[config.mk]
export PLATFORM = sky130hd
export DESIGN_NAME = tpw_top
export DESIGN_NICKNAME = d
export VERILOG_FILES = /design/src/pkg/tpw_pkg.sv /design/src/logic/tpw_sync.sv /design/src/logic/tpw_cmp_buf.sv /design/src/logic/tpw_top.sv
export SDC_FILE = /design/constraint.sdc
export NUM_CORES = 1
export LEC_CHECK = 0
export ABC_AREA = 1
export BUFFER_PORTS_ARGS = -buffer_cell sky130_fd_sc_hd__buf_2
export CORE_MARGIN = 5
export CORE_UTILIZATION = 41
export CTS_CLUSTER_DIAMETER = 200
export DETAILED_ROUTE_END_ITERATION = 12
export GPL_ROUTABILITY_DRIVEN = 0
export HOLD_SLACK_MARGIN = 0.05
export SLEW_MARGIN = 20
export SYNTH_ARGS = -nofsm -noshare
export SYNTH_HDL_FRONTEND = slang
export SYNTH_HIERARCHICAL = 1
export SYNTH_SLANG_ARGS = --single-unit
[constraint.sdc]
create_clock -name clk_sys -period 3.9 [get_ports clk_sys]
set_clock_uncertainty 0.05 [all_clocks]
set_input_delay 0.195 -clock clk_sys [delete_from_list [all_inputs] [get_ports clk_sys]]
set_output_delay 0.195 -clock clk_sys [all_outputs]
set_load 0.02 [all_outputs]
[src/pkg/tpw_pkg.sv]
/*
 Constants, register map and carrier types of the timer PWM block.
 Assumes a 32-bit Avalon-MM bus with byte addresses and one clock.
*/
package tpw_pkg;

   // ------------------------------------------------------------
   // Register byte offsets
   // ------------------------------------------------------------
   localparam logic [7:0] OFS_CTRL1      = 8'h00;
   localparam logic [7:0] OFS_CTRL2      = 8'h04;
   localparam logic [7:0] OFS_STATUS     = 8'h08;
   localparam logic [7:0] OFS_PULSE_HI   = 8'h0C;
   localparam logic [7:0] OFS_PULSE_LO   = 8'h10;
   localparam logic [7:0] OFS_PERIOD_HI  = 8'h14;
   localparam logic [7:0] OFS_PERIOD_LO  = 8'h18;
   localparam logic [7:0] OFS_COUNT      = 8'h1C;
   localparam logic [7:0] OFS_CAPTURE2   = 8'h20;

   // ------------------------------------------------------------
   // Status bit positions
   // ------------------------------------------------------------
   localparam int ST_CAP1 = 7;
   localparam int ST_CMP1 = 6;
   localparam int ST_OVF  = 5;
   localparam int ST_CAP2 = 4;
   localparam int ST_CMP2 = 3;

   // ------------------------------------------------------------
   // Reset values and counts
   // ------------------------------------------------------------
   localparam logic [7:0]  CTRL_RESET   = 8'h00;
   localparam logic [15:0] CNT_RESET    = 16'hFFFC;
   localparam logic [15:0] CNT_RELOAD   = 16'hFFFC;
   localparam logic [15:0] CNT_TOP      = 16'hFFFF;
   localparam logic [15:0] CMP_RESET    = 16'h8000;
   localparam logic [1:0]  CLK_DIV4     = 2'h0;
   localparam logic [1:0]  CLK_DIV2     = 2'h1;
   localparam logic [1:0]  CLK_DIV8     = 2'h2;
   localparam logic [1:0]  CLK_EXT      = 2'h3;
   localparam logic [2:0]  PRE_LAST_D4  = 3'h3;
   localparam logic [2:0]  PRE_LAST_D2  = 3'h1;
   localparam logic [2:0]  PRE_LAST_D8  = 3'h7;

   // ------------------------------------------------------------
   // Types
   // ------------------------------------------------------------
   typedef struct packed {
      logic       capture_irq_en;
      logic       compare_irq_en;
      logic       overflow_irq_en;
      logic       level_after_cmp2;
      logic       cap1_edge;
      logic       level_after_cmp1;
      logic       wave_pin_enable;
      logic       single_pulse_select;
      logic       pwm_select;
      logic [1:0] clock_select_field;
      logic       cap2_edge;
      logic       ext_edge;
   } tpw_ctrl_t;

   typedef enum logic [1:0] {
      ST_RUN  = 2'b01,
      ST_HALT = 2'b10
   } tpw_state_t;

endpackage

[src/logic/tpw_sync.sv]
/*
 Multi-bit two-stage synchroniser for pin inputs.
 Assumes each bit is an independent level from outside the clock domain.
*/
`timescale 1ns/1ps
module tpw_sync #(
   parameter int WIDTH  = 3,
   parameter int STAGES = 2
) (
   input  wire logic             clk_sys,
   input  wire logic             rst,
   input  wire logic [WIDTH-1:0] async_in,
   output logic      [WIDTH-1:0] sync_out
);
   logic [WIDTH-1:0] stage_reg [STAGES];

   generate
      if (STAGES < 2 || WIDTH < 1)
      begin : g_bad
         $error("tpw_sync needs at least two stages and one bit");
      end
   endgenerate

   always_ff @(posedge clk_sys)
   begin
      if (rst)
      begin
         for (int i = 0; i < STAGES; i++)
            stage_reg[i] <= '0;
      end
      else
      begin
         stage_reg[0] <= async_in;
         for (int i = 1; i < STAGES; i++)
            stage_reg[i] <= stage_reg[i-1];
      end
   end

   assign sync_out = stage_reg[STAGES-1];
endmodule

[src/logic/tpw_cmp_buf.sv]
/*
 One double-buffered 16-bit compare register written as two bytes.
 Assumes byte strobes are single-cycle and never both high together.
*/
`timescale 1ns/1ps
module tpw_cmp_buf (
   input  wire logic        clk_sys,
   input  wire logic        rst,
   input  wire logic        wr_hi,
   input  wire logic        wr_lo,
   input  wire logic [7:0]  wr_byte,
   input  wire logic        pwm_mode,
   input  wire logic        reload,
   output logic      [15:0] shadow,
   output logic      [15:0] active,
   output logic             inhibit
);
   logic [15:0] shadow_reg;
   logic [15:0] active_reg;
   logic        inhibit_reg;

   // ------------------------------------------------------------
   // Written value
   // ------------------------------------------------------------
   always_ff @(posedge clk_sys)
   begin
      if (rst)
         shadow_reg <= tpw_pkg::CMP_RESET;
      else if (wr_hi)
         shadow_reg[15:8] <= wr_byte;
      else if (wr_lo)
         shadow_reg[7:0] <= wr_byte;
   end

   // High byte blocks compare until low byte follows
   always_ff @(posedge clk_sys)
   begin
      if (rst)
         inhibit_reg <= 1'b0;
      else if (wr_hi)
         inhibit_reg <= 1'b1;
      else if (wr_lo)
         inhibit_reg <= 1'b0;
   end

   // ------------------------------------------------------------
   // Active copy: follows at once, or only at period end in PWM
   // ------------------------------------------------------------
   always_ff @(posedge clk_sys)
   begin
      if (rst)
         active_reg <= tpw_pkg::CMP_RESET;
      else if (!pwm_mode || reload)
         active_reg <= shadow_reg;
   end

   assign shadow  = shadow_reg;
   assign active  = active_reg;
   assign inhibit = inhibit_reg;
endmodule

[src/logic/tpw_top.sv]
/*
 PWM mode of a 16-bit free-running timer with flags and low-power handling.
 Assumes an Avalon-MM master on clk_sys and same-domain mask/wait/halt levels.
*/
// How it works
// - Compare values are double-buffered; in PWM mode new writes apply only at period end, otherwise at once.
// - Pulse match drives level one, period match drives level two onto pin.
// - Levels one/zero give a high pulse of period minus pulse compare.
// - Equal levels hold the pin constant while PWM mode runs.
// - Period match reloads the counter with FFFCh to start next period.
// - High-byte write suppresses that compare until its low byte is written.
// - Compare flags never set in PWM mode.
// - Period match sets capture-one flag; interrupt if enabled and unmasked.
// - Capture pin one disconnected in PWM; pin two still captures.
// - PWM select overrides single-pulse select.
// - PWM uses compare one and period register; compare two unavailable.
// - Wait mode leaves timer running; enabled interrupts wake the core.
// - Halt freezes counter and registers; reset restarts from reset value.
// - All events share one request, each gated by enable and global mask.
// - Capture, compare, overflow flags map to their three enables.
// - Clock select 00 divides by 4, 01 by 2, 10 by 8, 11 external.
// - PWM select makes the pin a cyclic signal set by both compares.
`timescale 1ns/1ps
module tpw_top (
   input  wire logic        clk_sys,
   input  wire logic        rst,
   input  wire logic [7:0]  avs_address,
   input  wire logic        avs_read,
   input  wire logic        avs_write,
   input  wire logic [31:0] avs_writedata,
   input  wire logic [3:0]  avs_byteenable,
   output logic      [31:0] avs_readdata,
   output logic             avs_waitrequest,
   input  wire logic        ext_clk_pin,
   input  wire logic        capture_pin_1,
   input  wire logic        capture_pin_2,
   input  wire logic        int_mask,
   input  wire logic        wait_mode,
   input  wire logic        halt_mode,
   output logic             wave_out_pin_1,
   output logic             wave_pin_active,
   output logic             timer_irq,
   output logic             wait_wake
);
   // ------------------------------------------------------------
   // Declarations
   // ------------------------------------------------------------
   logic [7:0]         ctrl1_reg;
   logic [7:0]         ctrl2_reg;
   tpw_pkg::tpw_ctrl_t ctrl;
   tpw_pkg::tpw_state_t state_reg;
   logic [31:0] rd_next;
   logic        wait_reg;
   logic [31:0] rdata_reg;
   logic        done;
   logic        wr_ok;
   logic        lo1_access;
   logic        lo2_access;
   logic [2:0]  pin_sync;
   logic [2:0]  pin_prev_reg;
   logic        ext_tick;
   logic        cap1_edge_evt;
   logic        cap2_edge_evt;
   logic [2:0]  pre_cnt_reg;
   logic [2:0]  pre_last;
   logic        tick;
   logic [15:0] cnt_reg;
   logic        st_run;
   logic        st_pwm;
   logic        halt_exit;
   logic [15:0] pulse_shadow;
   logic [15:0] pulse_act;
   logic        pulse_inh;
   logic [15:0] period_shadow;
   logic [15:0] period_act;
   logic        period_inh;
   logic        pulse_hit;
   logic        per_hit;
   logic        reload;
   logic        cap1_flag_reg;
   logic        cap2_flag_reg;
   logic        cmp1_flag_reg;
   logic        cmp2_flag_reg;
   logic        ovf_flag_reg;
   logic        arm1_reg;
   logic        arm2_reg;
   logic [15:0] capture2_reg;
   logic        wave_reg;
   logic        pin_en_reg;
   logic        irq_reg;
   logic        wake_reg;
   logic        irq_req;
   logic [7:0]  status;

   assign ctrl = {ctrl1_reg[7:5], ctrl1_reg[2:0], ctrl2_reg[7], ctrl2_reg[5:0]};

   // ------------------------------------------------------------
   // Avalon-MM slave: one wait cycle, then completion edge
   // ------------------------------------------------------------
   assign done  = (avs_read || avs_write) && !wait_reg;
   assign wr_ok = done && avs_write && avs_byteenable[0];

   always_ff @(posedge clk_sys)
   begin
      if (rst)
         wait_reg <= 1'b1;
      else if ((avs_read || avs_write) && wait_reg)
         wait_reg <= 1'b0;
      else
         wait_reg <= 1'b1;
   end

   always_comb
   begin
      rd_next = 32'h0000_0000;
      case (avs_address & 8'hFC)
         tpw_pkg::OFS_CTRL1:     rd_next[7:0] = ctrl1_reg;
         tpw_pkg::OFS_CTRL2:     rd_next[7:0] = ctrl2_reg;
         tpw_pkg::OFS_STATUS:    rd_next[7:0] = status;
         tpw_pkg::OFS_PULSE_HI:  rd_next[7:0] = pulse_shadow[15:8];
         tpw_pkg::OFS_PULSE_LO:  rd_next[7:0] = pulse_shadow[7:0];
         tpw_pkg::OFS_PERIOD_HI: rd_next[7:0] = period_shadow[15:8];
         tpw_pkg::OFS_PERIOD_LO: rd_next[7:0] = period_shadow[7:0];
         tpw_pkg::OFS_COUNT:     rd_next[15:0] = cnt_reg;
         tpw_pkg::OFS_CAPTURE2:  rd_next[15:0] = capture2_reg;
         default:                rd_next = 32'h0000_0000;
      endcase
   end

   always_ff @(posedge clk_sys)
   begin
      if (rst)
         rdata_reg <= 32'h0000_0000;
      else if (avs_read && wait_reg)
         rdata_reg <= rd_next;
   end

   always_ff @(posedge clk_sys)
   begin
      if (rst)
      begin
         ctrl1_reg <= tpw_pkg::CTRL_RESET;
         ctrl2_reg <= tpw_pkg::CTRL_RESET;
      end
      else if (wr_ok && (avs_address & 8'hFC) == tpw_pkg::OFS_CTRL1)
         ctrl1_reg <= avs_writedata[7:0];
      else if (wr_ok && (avs_address & 8'hFC) == tpw_pkg::OFS_CTRL2)
         ctrl2_reg <= avs_writedata[7:0];
   end

   assign lo1_access = done && (avs_address & 8'hFC) == tpw_pkg::OFS_PULSE_LO;
   assign lo2_access = done && (avs_address & 8'hFC) == tpw_pkg::OFS_PERIOD_LO;

   // ------------------------------------------------------------
   // Compare registers
   // ------------------------------------------------------------
   tpw_cmp_buf u_pulse (
      .clk_sys  (clk_sys),
      .rst      (rst),
      .wr_hi    (wr_ok && (avs_address & 8'hFC) == tpw_pkg::OFS_PULSE_HI),
      .wr_lo    (wr_ok && (avs_address & 8'hFC) == tpw_pkg::OFS_PULSE_LO),
      .wr_byte  (avs_writedata[7:0]),
      .pwm_mode (st_pwm),
      .reload   (reload),
      .shadow   (pulse_shadow),
      .active   (pulse_act),
      .inhibit  (pulse_inh)
   );

   tpw_cmp_buf u_period (
      .clk_sys  (clk_sys),
      .rst      (rst),
      .wr_hi    (wr_ok && (avs_address & 8'hFC) == tpw_pkg::OFS_PERIOD_HI),
      .wr_lo    (wr_ok && (avs_address & 8'hFC) == tpw_pkg::OFS_PERIOD_LO),
      .wr_byte  (avs_writedata[7:0]),
      .pwm_mode (st_pwm),
      .reload   (reload),
      .shadow   (period_shadow),
      .active   (period_act),
      .inhibit  (period_inh)
   );

   // ------------------------------------------------------------
   // Pins and timer clock
   // ------------------------------------------------------------
   tpw_sync #(.WIDTH(3), .STAGES(2)) u_sync (
      .clk_sys  (clk_sys),
      .rst      (rst),
      .async_in ({capture_pin_2, capture_pin_1, ext_clk_pin}),
      .sync_out (pin_sync)
   );

   always_ff @(posedge clk_sys)
   begin
      if (rst)
         pin_prev_reg <= 3'h0;
      else
         pin_prev_reg <= pin_sync;
   end

   assign ext_tick = ctrl.ext_edge ? (pin_sync[0] && !pin_prev_reg[0])
                                   : (!pin_sync[0] && pin_prev_reg[0]);
   assign cap1_edge_evt = ctrl.cap1_edge ? (pin_sync[1] && !pin_prev_reg[1])
                                         : (!pin_sync[1] && pin_prev_reg[1]);
   assign cap2_edge_evt = ctrl.cap2_edge ? (pin_sync[2] && !pin_prev_reg[2])
                                         : (!pin_sync[2] && pin_prev_reg[2]);

   always_comb
   begin
      case (ctrl.clock_select_field)
         tpw_pkg::CLK_DIV4: pre_last = tpw_pkg::PRE_LAST_D4;
         tpw_pkg::CLK_DIV2: pre_last = tpw_pkg::PRE_LAST_D2;
         tpw_pkg::CLK_DIV8: pre_last = tpw_pkg::PRE_LAST_D8;
         default:           pre_last = tpw_pkg::PRE_LAST_D8;
      endcase
   end

   always_ff @(posedge clk_sys)
   begin
      if (rst || (st_run && pre_cnt_reg == pre_last))
         pre_cnt_reg <= 3'h0;
      else if (st_run)
         pre_cnt_reg <= pre_cnt_reg + 3'h1;
   end

   assign tick = st_run && ((ctrl.clock_select_field == tpw_pkg::CLK_EXT) ? ext_tick
                            : (pre_cnt_reg == pre_last));

   // ------------------------------------------------------------
   // Run/halt state and counter
   // ------------------------------------------------------------
   always_ff @(posedge clk_sys)
   begin
      if (rst)
         state_reg <= tpw_pkg::ST_RUN;
      else
      begin
         case (state_reg)
            tpw_pkg::ST_RUN:  if (halt_mode) state_reg <= tpw_pkg::ST_HALT;
            tpw_pkg::ST_HALT: if (!halt_mode) state_reg <= tpw_pkg::ST_RUN;
            default:          state_reg <= tpw_pkg::ST_RUN;
         endcase
      end
   end

   assign st_run    = state_reg == tpw_pkg::ST_RUN;
   assign halt_exit = state_reg == tpw_pkg::ST_HALT && !halt_mode;
   assign st_pwm    = ctrl.pwm_select;
   assign pulse_hit = tick && cnt_reg == pulse_act && !pulse_inh;
   assign per_hit   = tick && cnt_reg == period_act && !period_inh;
   assign reload    = st_pwm && per_hit;

   always_ff @(posedge clk_sys)
   begin
      if (rst)
         cnt_reg <= tpw_pkg::CNT_RESET;
      else if (reload)
         cnt_reg <= tpw_pkg::CNT_RELOAD;
      else if (tick)
         cnt_reg <= cnt_reg + 16'h0001;
   end

   // ------------------------------------------------------------
   // Flags, set wins over clear
   // ------------------------------------------------------------
   always_ff @(posedge clk_sys)
   begin
      if (rst)
      begin
         arm1_reg <= 1'b0;
         arm2_reg <= 1'b0;
      end
      else if (halt_exit)
      begin
         arm1_reg <= 1'b0;
         arm2_reg <= 1'b0;
      end
      else if (!st_run)
      begin
         arm1_reg <= arm1_reg || (cap1_edge_evt && !st_pwm);
         arm2_reg <= arm2_reg || cap2_edge_evt;
      end
   end

   always_ff @(posedge clk_sys)
   begin
      if (rst)
      begin
         cap1_flag_reg <= 1'b0;
         cap2_flag_reg <= 1'b0;
         cmp1_flag_reg <= 1'b0;
         cmp2_flag_reg <= 1'b0;
         ovf_flag_reg  <= 1'b0;
      end
      else
      begin
         cap1_flag_reg <= reload || (st_run && !st_pwm && cap1_edge_evt)
                          || (halt_exit && arm1_reg)
                          || (cap1_flag_reg && !(wr_ok && (avs_address & 8'hFC)
                              == tpw_pkg::OFS_STATUS && avs_writedata[tpw_pkg::ST_CAP1]));
         cap2_flag_reg <= (st_run && cap2_edge_evt) || (halt_exit && arm2_reg)
                          || (cap2_flag_reg && !(wr_ok && (avs_address & 8'hFC)
                              == tpw_pkg::OFS_STATUS && avs_writedata[tpw_pkg::ST_CAP2]));
         cmp1_flag_reg <= (!st_pwm && pulse_hit) || (cmp1_flag_reg && !lo1_access
                          && !(wr_ok && (avs_address & 8'hFC) == tpw_pkg::OFS_STATUS
                          && avs_writedata[tpw_pkg::ST_CMP1]));
         cmp2_flag_reg <= (!st_pwm && per_hit) || (cmp2_flag_reg && !lo2_access
                          && !(wr_ok && (avs_address & 8'hFC) == tpw_pkg::OFS_STATUS
                          && avs_writedata[tpw_pkg::ST_CMP2]));
         ovf_flag_reg  <= (tick && !reload && cnt_reg == tpw_pkg::CNT_TOP)
                          || (ovf_flag_reg && !(wr_ok && (avs_address & 8'hFC)
                              == tpw_pkg::OFS_STATUS && avs_writedata[tpw_pkg::ST_OVF]));
      end
   end

   always_ff @(posedge clk_sys)
   begin
      if (rst)
         capture2_reg <= 16'h0000;
      else if (halt_exit && arm2_reg)
         capture2_reg <= cnt_reg;
      else if (st_run && cap2_edge_evt)
         capture2_reg <= cnt_reg;
   end

   always_comb
   begin
      status                = 8'h00;
      status[tpw_pkg::ST_CAP1] = cap1_flag_reg;
      status[tpw_pkg::ST_CMP1] = cmp1_flag_reg;
      status[tpw_pkg::ST_OVF]  = ovf_flag_reg;
      status[tpw_pkg::ST_CAP2] = cap2_flag_reg;
      status[tpw_pkg::ST_CMP2] = cmp2_flag_reg;
   end

   // ------------------------------------------------------------
   // Waveform pin
   // ------------------------------------------------------------
   always_ff @(posedge clk_sys)
   begin
      if (rst)
         wave_reg <= 1'b0;
      else if (!ctrl.wave_pin_enable)
         wave_reg <= wave_reg;
      else if (st_pwm && ctrl.level_after_cmp1 == ctrl.level_after_cmp2)
         wave_reg <= ctrl.level_after_cmp1;
      else if (st_pwm && per_hit)
         wave_reg <= ctrl.level_after_cmp2;
      else if (pulse_hit)
         wave_reg <= ctrl.level_after_cmp1;
   end

   always_ff @(posedge clk_sys)
   begin
      if (rst)
         pin_en_reg <= 1'b0;
      else
         pin_en_reg <= ctrl.wave_pin_enable;
   end

   // ------------------------------------------------------------
   // Interrupt request and wait wake-up
   // ------------------------------------------------------------
   assign irq_req = (ctrl.capture_irq_en && (cap1_flag_reg || cap2_flag_reg))
                    || (ctrl.compare_irq_en && (cmp1_flag_reg || cmp2_flag_reg))
                    || (ctrl.overflow_irq_en && ovf_flag_reg);

   always_ff @(posedge clk_sys)
   begin
      if (rst)
      begin
         irq_reg  <= 1'b0;
         wake_reg <= 1'b0;
      end
      else
      begin
         irq_reg  <= irq_req && !int_mask;
         wake_reg <= irq_req && !int_mask && wait_mode;
      end
   end

   assign avs_readdata    = rdata_reg;
   assign avs_waitrequest = wait_reg;
   assign wave_out_pin_1  = wave_reg;
   assign wave_pin_active = pin_en_reg;
   assign timer_irq       = irq_reg;
   assign wait_wake       = wake_reg;
endmodule

==> results of run 1 <==
==> metrics by stage <==
step | utilization [%] | hold slack, ps
after floorplan | - | 216.2
after global placement | 42.90 | 345.6
after detailed placement | 42.90 | 348.4
after CTS | 46.92 | 50.87
after global routing | 46.92 | 58.86
final | 46.92 | 64.39
==> report_power, final <==
part           switching [W]  internal, W  total, W
clock               0.000691      0.00103   0.00172
sequential         0.0000154      0.00162   0.00163
combinational       0.000137    0.0000630  0.000200
==> worst paths after layout <==
path	start	endpoint	cells after the start
worst max-delay path	ctrl2_reg[3]	u_pulse/active[15]	13
worst min register to register	u_sync/stage_reg[0][0]	u_sync/stage_reg[0][3]	2
worst max register to register	ctrl2_reg[3]	u_pulse/active[15]	13
worst min-delay path	avs_writedata[0]	u_period/shadow[8]	3
==> logic make-up after synthesis <==
| group | Yosys count |
|---|---|
| xor+xnor | 10 |
| compound gates | 187 |
| other cells | 1 |
| fa+ha+maj | 2 |
| flops | 156 |
| simple gates | 549 |
| buf+inv | 238 |
==> worst min-delay path: stages <==
cell     delay, ps
buf_2          150
inv_1           80
a21oi_1         60
==> area by class of cell <==
type	instances	area, sq um	area share (%)
Clock buffer	19	442.9	5.081
Timing Repair Buffer	66	417.9	4.794
Inverter	180	675.6	7.751
Multi-Input combinational cell	764	3601	41.31
Tap cell	234	292.8	3.359
Sequential cell	156	3123	35.83
Clock inverter	13	163.9	1.880
==> per-layer routing <==
| layer | share of wire (%) | up-vias | GRT usage, % | routed length [um] |
|---|---|---|---|---|
| li1 | - | 3655 | - | - |
| met1 | 47 | 3296 | 28.86 | 10410 |
| met2 | 45 | 252 | 31.54 | 9904 |
| met3 | 7.0 | 21 | 3.886 | 1549 |
| met4 | 1.4 | 0 | 5.452 | 304 |
| met5 | 0 | - | 0 | 0 |
==> layout by cell type, fill, tap and decap left out, types with 3 or more instances in the layout <==
master         instances
inv_1                165
conb_1                16
nor3_1                11
bufinv_16              3
xnor2_1                7
nand2_1              218
nor2_1               190
nor2_4                 6
o221ai_1               8
nor2_2                 5
dfxtp_1              156
clkinv_2               3
nand4_1                6
or2_2                  6
a21oi_1               69
buf_4                  7
o22ai_1                8
nand3_2                4
buf_2                 45
nand2_2                4
xor2_1                 3
nand3b_1               4
dlygate4sd3_1         14
clkbuf_16             17
inv_2                 13
inv_6                  3
o21ai_0               82
nand3_1               86
o21ai_2                7
==> repair_timing <==
| action | in CTS | in global routing |
|---|---|---|
| endpoints found under the setup margin | 0 | 0 |
| setup buffers | 0 | 0 |
| hold buffers | 14 | 0 |
| hold endpoints to repair | 15 | 0 |
==> run_results.csv, run 1 <==
group,metric,value,unit
sta,finalHoldViolations,0,
floorplan,floorplan.die_area,21640,sq um
flow_run,maxCapViolCount,0,
global_route,grt_antenna_before_repair,0,
synthesis,synth_compound_gate_area_share,13.43,%
routing,drt_wl_total,22170,um
sta,maxSlewViolCount,0,
synthesis,synth_top_cells_by_count,"218 x nand2_1, 190 x nor2_1, 165 x inv_1",
floorplan,floorplan.die.height,147.1,um
routing,vias_per_cell,5.045,
synthesis,asyncSetResetFlopFracSynth,0,%
floorplan,core_area,18580,sq um
sta,post-route-period-util,66.43,%
synthesis,synth-xor-area-share,1.137,%
layout,final_area,8717,sq um
layout,area_growth_syn_to_layout,13.12,%
power_and_ir_drop,design_power_total,0.003553,W
clocking,clk_pin_slew,60,ps
worst_setup_path,timing.critical_path.cells,"inv_2, nand2_1, nand2_1, nor2_1, nand2_1, nand2_1, nand2_2, inv_1, nand4_4, inv_1, inv_2, nand3_1, nand3_1",
global_route,grt_overflow,0,
routing,vias,7224,
routing,drt.antenna.violating_nets,0,
worst_setup_path,critical_path.top_delay_family,"simple AND/OR/NAND/NOR gates",
place,place.port_buffers,45,
worst_setup_path,critPathBufInv,4,
layout,num-nets-final,1241,
synthesis,post_synth.cell_area_avg,6.742,sq um
synthesis,post-synth-top-area-cell,"dfxtp_1",
place,preCtsSetupSlack,1385,ps
power_and_ir_drop,irDropWorstVdd,0.2853,mV
routing,drc,0,
worst_setup_path,critPathMaxFanout,16,
worst_setup_path,crit_path_top_delay_cell,"inv_1",
synthesis,synth-simple-area-share,31.06,%
clocking,clock_latency,430,ps
layout,post_layout_nonfiller_instances,1432,
place,cell_count_after_placement,1386,
routing,drt_iter0_markers,735,
clocking,clk_root_buffer_cell,"clkbuf_16",
worst_setup_path,critical_path.most_common_cell,"nand2_1",
sta,timing.fmax,0.3860,GHz
place,placement.cell_area,7970,sq um
global_route,largest_net_degree_at_the_start_of_global_routing,35,
synthesis,synthMuxAreaShare,0,%
clocking,num_cts_buffers,17,
synthesis,yosys.cell_types.count,46,
layout,drive_gt1_share,11.10,%
synthesis,synth_top_family_by_area,"simple AND/OR/NAND/NOR gates",
synthesis,ys.flop_type,"dfxtp_1",
layout,layout.filler_cells,1936,
routing,drt-pass1-iter-count,5,
worst_setup_path,crit_path_largest_cell_delay,370,ps
synthesis,postSynthRegisterBits,156,
global_route,first_global_vias,6472,
floorplan,start_util,41.47,%
worst_setup_path,reg2reg_setup_slack,1310,ps
worst_setup_path,worst_ep_required_time,4110,ps
clocking,cts_repair_resize_count,0,
synthesis,synthAdderAreaFrac,0.3247,%
worst_setup_path,worst_setup_path_start_kind,"flip-flop",
sta,setup_violations,0,
synthesis,yosysMostFrequentCell,"nand2_1",
place,detailed_place_hpwl,16170,um
sta,finalSetupTns,0,ps
synthesis,synth-seq-area-share,40.53,%
clocking,clock_sinks,156,
global_route,groute.usage.overall,20.26,%
worst_setup_path,cp_data_arrival_time,2800,ps
clocking,cts_tree,"done",
hold_path,hold_class,"input port to flip-flop",
floorplan,die_width,147.1,um
floorplan,placementRows,50,
power_and_ir_drop,power_density,407.6,nW/um^2
synthesis,synth_largest_type_area_fraction,40.53,%
synthesis,synthesis.yosys.warnings,6,
clocking,ctsHtreeMaxLevel,4,
layout,number_of_inserted_diodes,0,
synthesis,synth.cell_area,7706,sq um
outcome,outcome,"finished clean",
power_and_ir_drop,power.leakage,3.880,nW
synthesis,synth_cells,1143,
synthesis,synth-edff-count,0,
floorplan,pin_count,91,
sta,maxSlewHeadroom,35.26,%
global_route,grt_first_pass_wirelength,34810,um
sta,worst_slack,1309,ps
clocking,cts-root-to-sink-buffers,2,
worst_setup_path,setup.worst_path.end_class,"flip-flop",
worst_setup_path,critical_path_class,"flip-flop to flip-flop",
sta,finalCriticalPeriod,2591,ps
synthesis,synth.top_cells.by_area,"dfxtp_1 41%, nand2_1 11%, nor2_1 9.3%, inv_1 8.0%, nand3_1 5.6%",
routing,routed_wire_length_per_instance,15.48,um
sta,timing_worst_slew_pin_value,970.1,ps
sta,grt_setup_unrepaired,"no",
Note: power is estimated with default switching activity, not from simulation.
==> inputs of run 2 (changes only) <==
==> constraint.sdc (replaced) <==
create_clock -name clk_sys -period 2.3 [get_ports clk_sys]
set_clock_uncertainty 0.05 [all_clocks]
set_input_delay 0.115 -clock clk_sys [delete_from_list [all_inputs] [get_ports clk_sys]]
set_output_delay 0.115 -clock clk_sys [all_outputs]
set_load 0.02 [all_outputs]
==> run 2 against run 1 <==
Non-clock buffer count grew 39. Worst hold slack better by 200 ps. Final area rose by 3.3%. Setup slack got worse by 1100 ps. Cell count rose by 2.7%. Core utilization increased by 1.5 points. Fmax grew 23%. Clock power up 65%. Wire length increased by 2.9%. Die area is the same. Combinational power rose by 80%. Highest routed layer unchanged.
==> run_results.csv, run 2 (synthesis results as in run 1) <==
group,metric,value,unit
power_and_ir_drop,combPwrFrac,6.0,%
global_route,grt_overflow,0,
routing,drt-pass1-iter-count,5,
sta,maxSlewHeadroom,59.51,%
layout,layout.filler_cells,1859,
sta,finalHoldViolations,0,
layout,num-nets-final,1280,
power_and_ir_drop,switchingPower,0.001478,W
hold_path,hold_class,"input port to flip-flop",
global_route,first_global_vias,6747,
sta,finalSetupTns,0,ps
sta,setup_violations,0,
sta,timing_worst_slew_pin_value,606.7,ps
place,detailed_place_hpwl,16850,um
worst_setup_path,critPathMaxFanout,15,
sta,post-route-period-util,91.70,%
layout,drive_gt1_share,13.43,%
routing,routed_wire_length_per_instance,15.52,um
global_route,largest_net_degree_at_the_start_of_global_routing,34,
sta,finalCriticalPeriod,2109,ps
routing,vias,7336,
layout,layout.cells.most_common_list,"218 x nand2_1, 190 x nor2_1, 165 x inv_1, 156 x dfxtp_1, 86 x nand3_1",
clocking,clk_pin_slew,70,ps
floorplan,floorplan.die.height,147.1,um
layout,area_growth_syn_to_layout,16.80,%
global_route,grt_first_pass_wirelength,36020,um
clocking,ctsHtreeMaxLevel,4,
place,place.port_buffers,45,
worst_setup_path,ff2ff_path_depth,11,
clocking,num_cts_buffers,17,
worst_setup_path,worst_ep_required_time,2610,ps
routing,drt_iter0_markers,596,
worst_setup_path,cp_data_arrival_time,2420,ps
power_and_ir_drop,power_switching_share,24.80,%
clocking,post_cts_buffers,0,
floorplan,floorplan.die_area,21640,sq um
hold_path,hold_path_depth,5,
routing,drt.antenna.violating_nets,0,
clocking,clk_root_buffer_cell,"clkbuf_16",
routing,drc,0,
sta,timing.fmax,0.4741,GHz
flow_run,maxCapViolCount,0,
sta,maxSlewViolCount,0,
layout,mostFrequentLayoutCell,"nand2_1",
floorplan,start_util,41.47,%
clocking,clock_latency,430,ps
layout,utilization,48.44,%
worst_setup_path,setup.worst_path.end_class,"flip-flop",
floorplan,die_width,147.1,um
power_and_ir_drop,power_density,662.0,nW/um^2
sta,grt_setup_unrepaired,"no",
power_and_ir_drop,power.clock.fraction,47.5,%
global_route,grt_antenna_before_repair,0,
layout,number_of_inserted_diodes,0,
clocking,cts-root-to-sink-buffers,2,
worst_setup_path,critical_path_class,"flip-flop to flip-flop",
routing,drt_wl_total,22820,um
floorplan,pin_count,91,
clocking,cts_tree,"done",
floorplan,core_area,18580,sq um
power_and_ir_drop,irDropWorstVdd,0.5006,mV
power_and_ir_drop,pint,0.004481,W
power_and_ir_drop,power.leakage,4.053,nW
global_route,groute.usage.overall,21.10,%
clocking,clock_sinks,156,
clocking,cts_repair_resize_count,0,
routing,vias_per_cell,4.990,
outcome,outcome,"finished clean",
worst_setup_path,worst_setup_path_start_kind,"flip-flop",
floorplan,placementRows,50,
power_and_ir_drop,sequentialPowerShare,46.5,%
run 2: cell count changes in the layout (fill, tap and decap cells not counted):
cell	delta
clkinv_2	-2
bufinv_16	-1
clkinvlp_4	+1
inv_6	+4
clkinv_4	-1
clkbuf_1	-1
clkbuf_8	-1
buf_4	+33
dlygate4sd3_1	+6
run 2: worst max-delay path, stage by stage, from the launching register on:
cell	delay [ps]
dfxtp_1	420
inv_1	170
or2_2	320
nand2_1	60
nand3b_1	110
nor2_2	60
nand4_4	60
inv_1	110
buf_4	170
nor2_4	320
nor2_1	80
nor2_1	120
run 2: cell type report:
cell class | instances | area [sq um] | area share, %
Sequential cell | 156 | 3123 | 34.70
Clock buffer | 17 | 425.4 | 4.726
Multi-Input combinational cell | 764 | 3601 | 40.01
Inverter | 180 | 675.6 | 7.506
Clock inverter | 14 | 157.7 | 1.751
Tap cell | 234 | 292.8 | 3.253
Timing Repair Buffer | 105 | 725.7 | 8.062
run 2: through the flow:
stage | setup WS, ps | total power, W | std cells | hold WS [ps] | cell area [sq um]
2_1_floorplan | 417.5 | 0.003070 | 1158 | 136.2 | 7762
3_3_place_gp | 249.1 | 0.003158 | 1419 | 270.1 | 8218
3_5_place_dp | 219.2 | 0.003162 | 1419 | 283.3 | 8218
4_1_cts | 184.0 | 0.005998 | 1470 | 239.6 | 9001
5_1_grt | 3.550 | 0.006163 | 1470 | 270.3 | 9001
6_report | 190.8 | 0.005959 | 1470 | 260.0 | 9001
run 2: routing by layer:
metal / routed length [um] / GRT usage, % / vias up / part of all wire [%]
met5: 0 / 0 / - / 0
met2: 10140 / 32.67 / 228 / 44
met3: 1363 / 3.547 / 49 / 6.0
met4: 790 / 8.574 / 0 / 3.5
met1: 10520 / 29.32 / 3320 / 46
li1: - / - / 3739 / -
run 2: repair_timing:
action,4_1_cts,5_1_grt
hold buffers,20,0
endpoints found under the setup margin,0,4
hold endpoints to repair,53,0
run 2: power groups by stage:
| stage | clock (W) | combinational [W] | sequential [W] |
|---|---|---|---|
| after floorplan | 0 | 0.000231 | 0.00284 |
| after global placement | 0 | 0.000328 | 0.00283 |
| after detailed placement | 0 | 0.000333 | 0.00283 |
| after CTS | 0.00287 | 0.000358 | 0.00277 |
| after global routing | 0.00299 | 0.000402 | 0.00277 |
| final | 0.00283 | 0.000360 | 0.00277 |
run 2: worst paths after layout:
kind / start / end / slack, ps
worst max-delay path: cnt_reg[8] / u_period/active[9] / 190
worst min-delay path: avs_write / cmp2_flag_reg / 260
worst max register to register: cnt_reg[8] / u_period/active[9] / 190
worst min register to register: u_sync/stage_reg[0][2] / u_sync/stage_reg[0][5] / 370
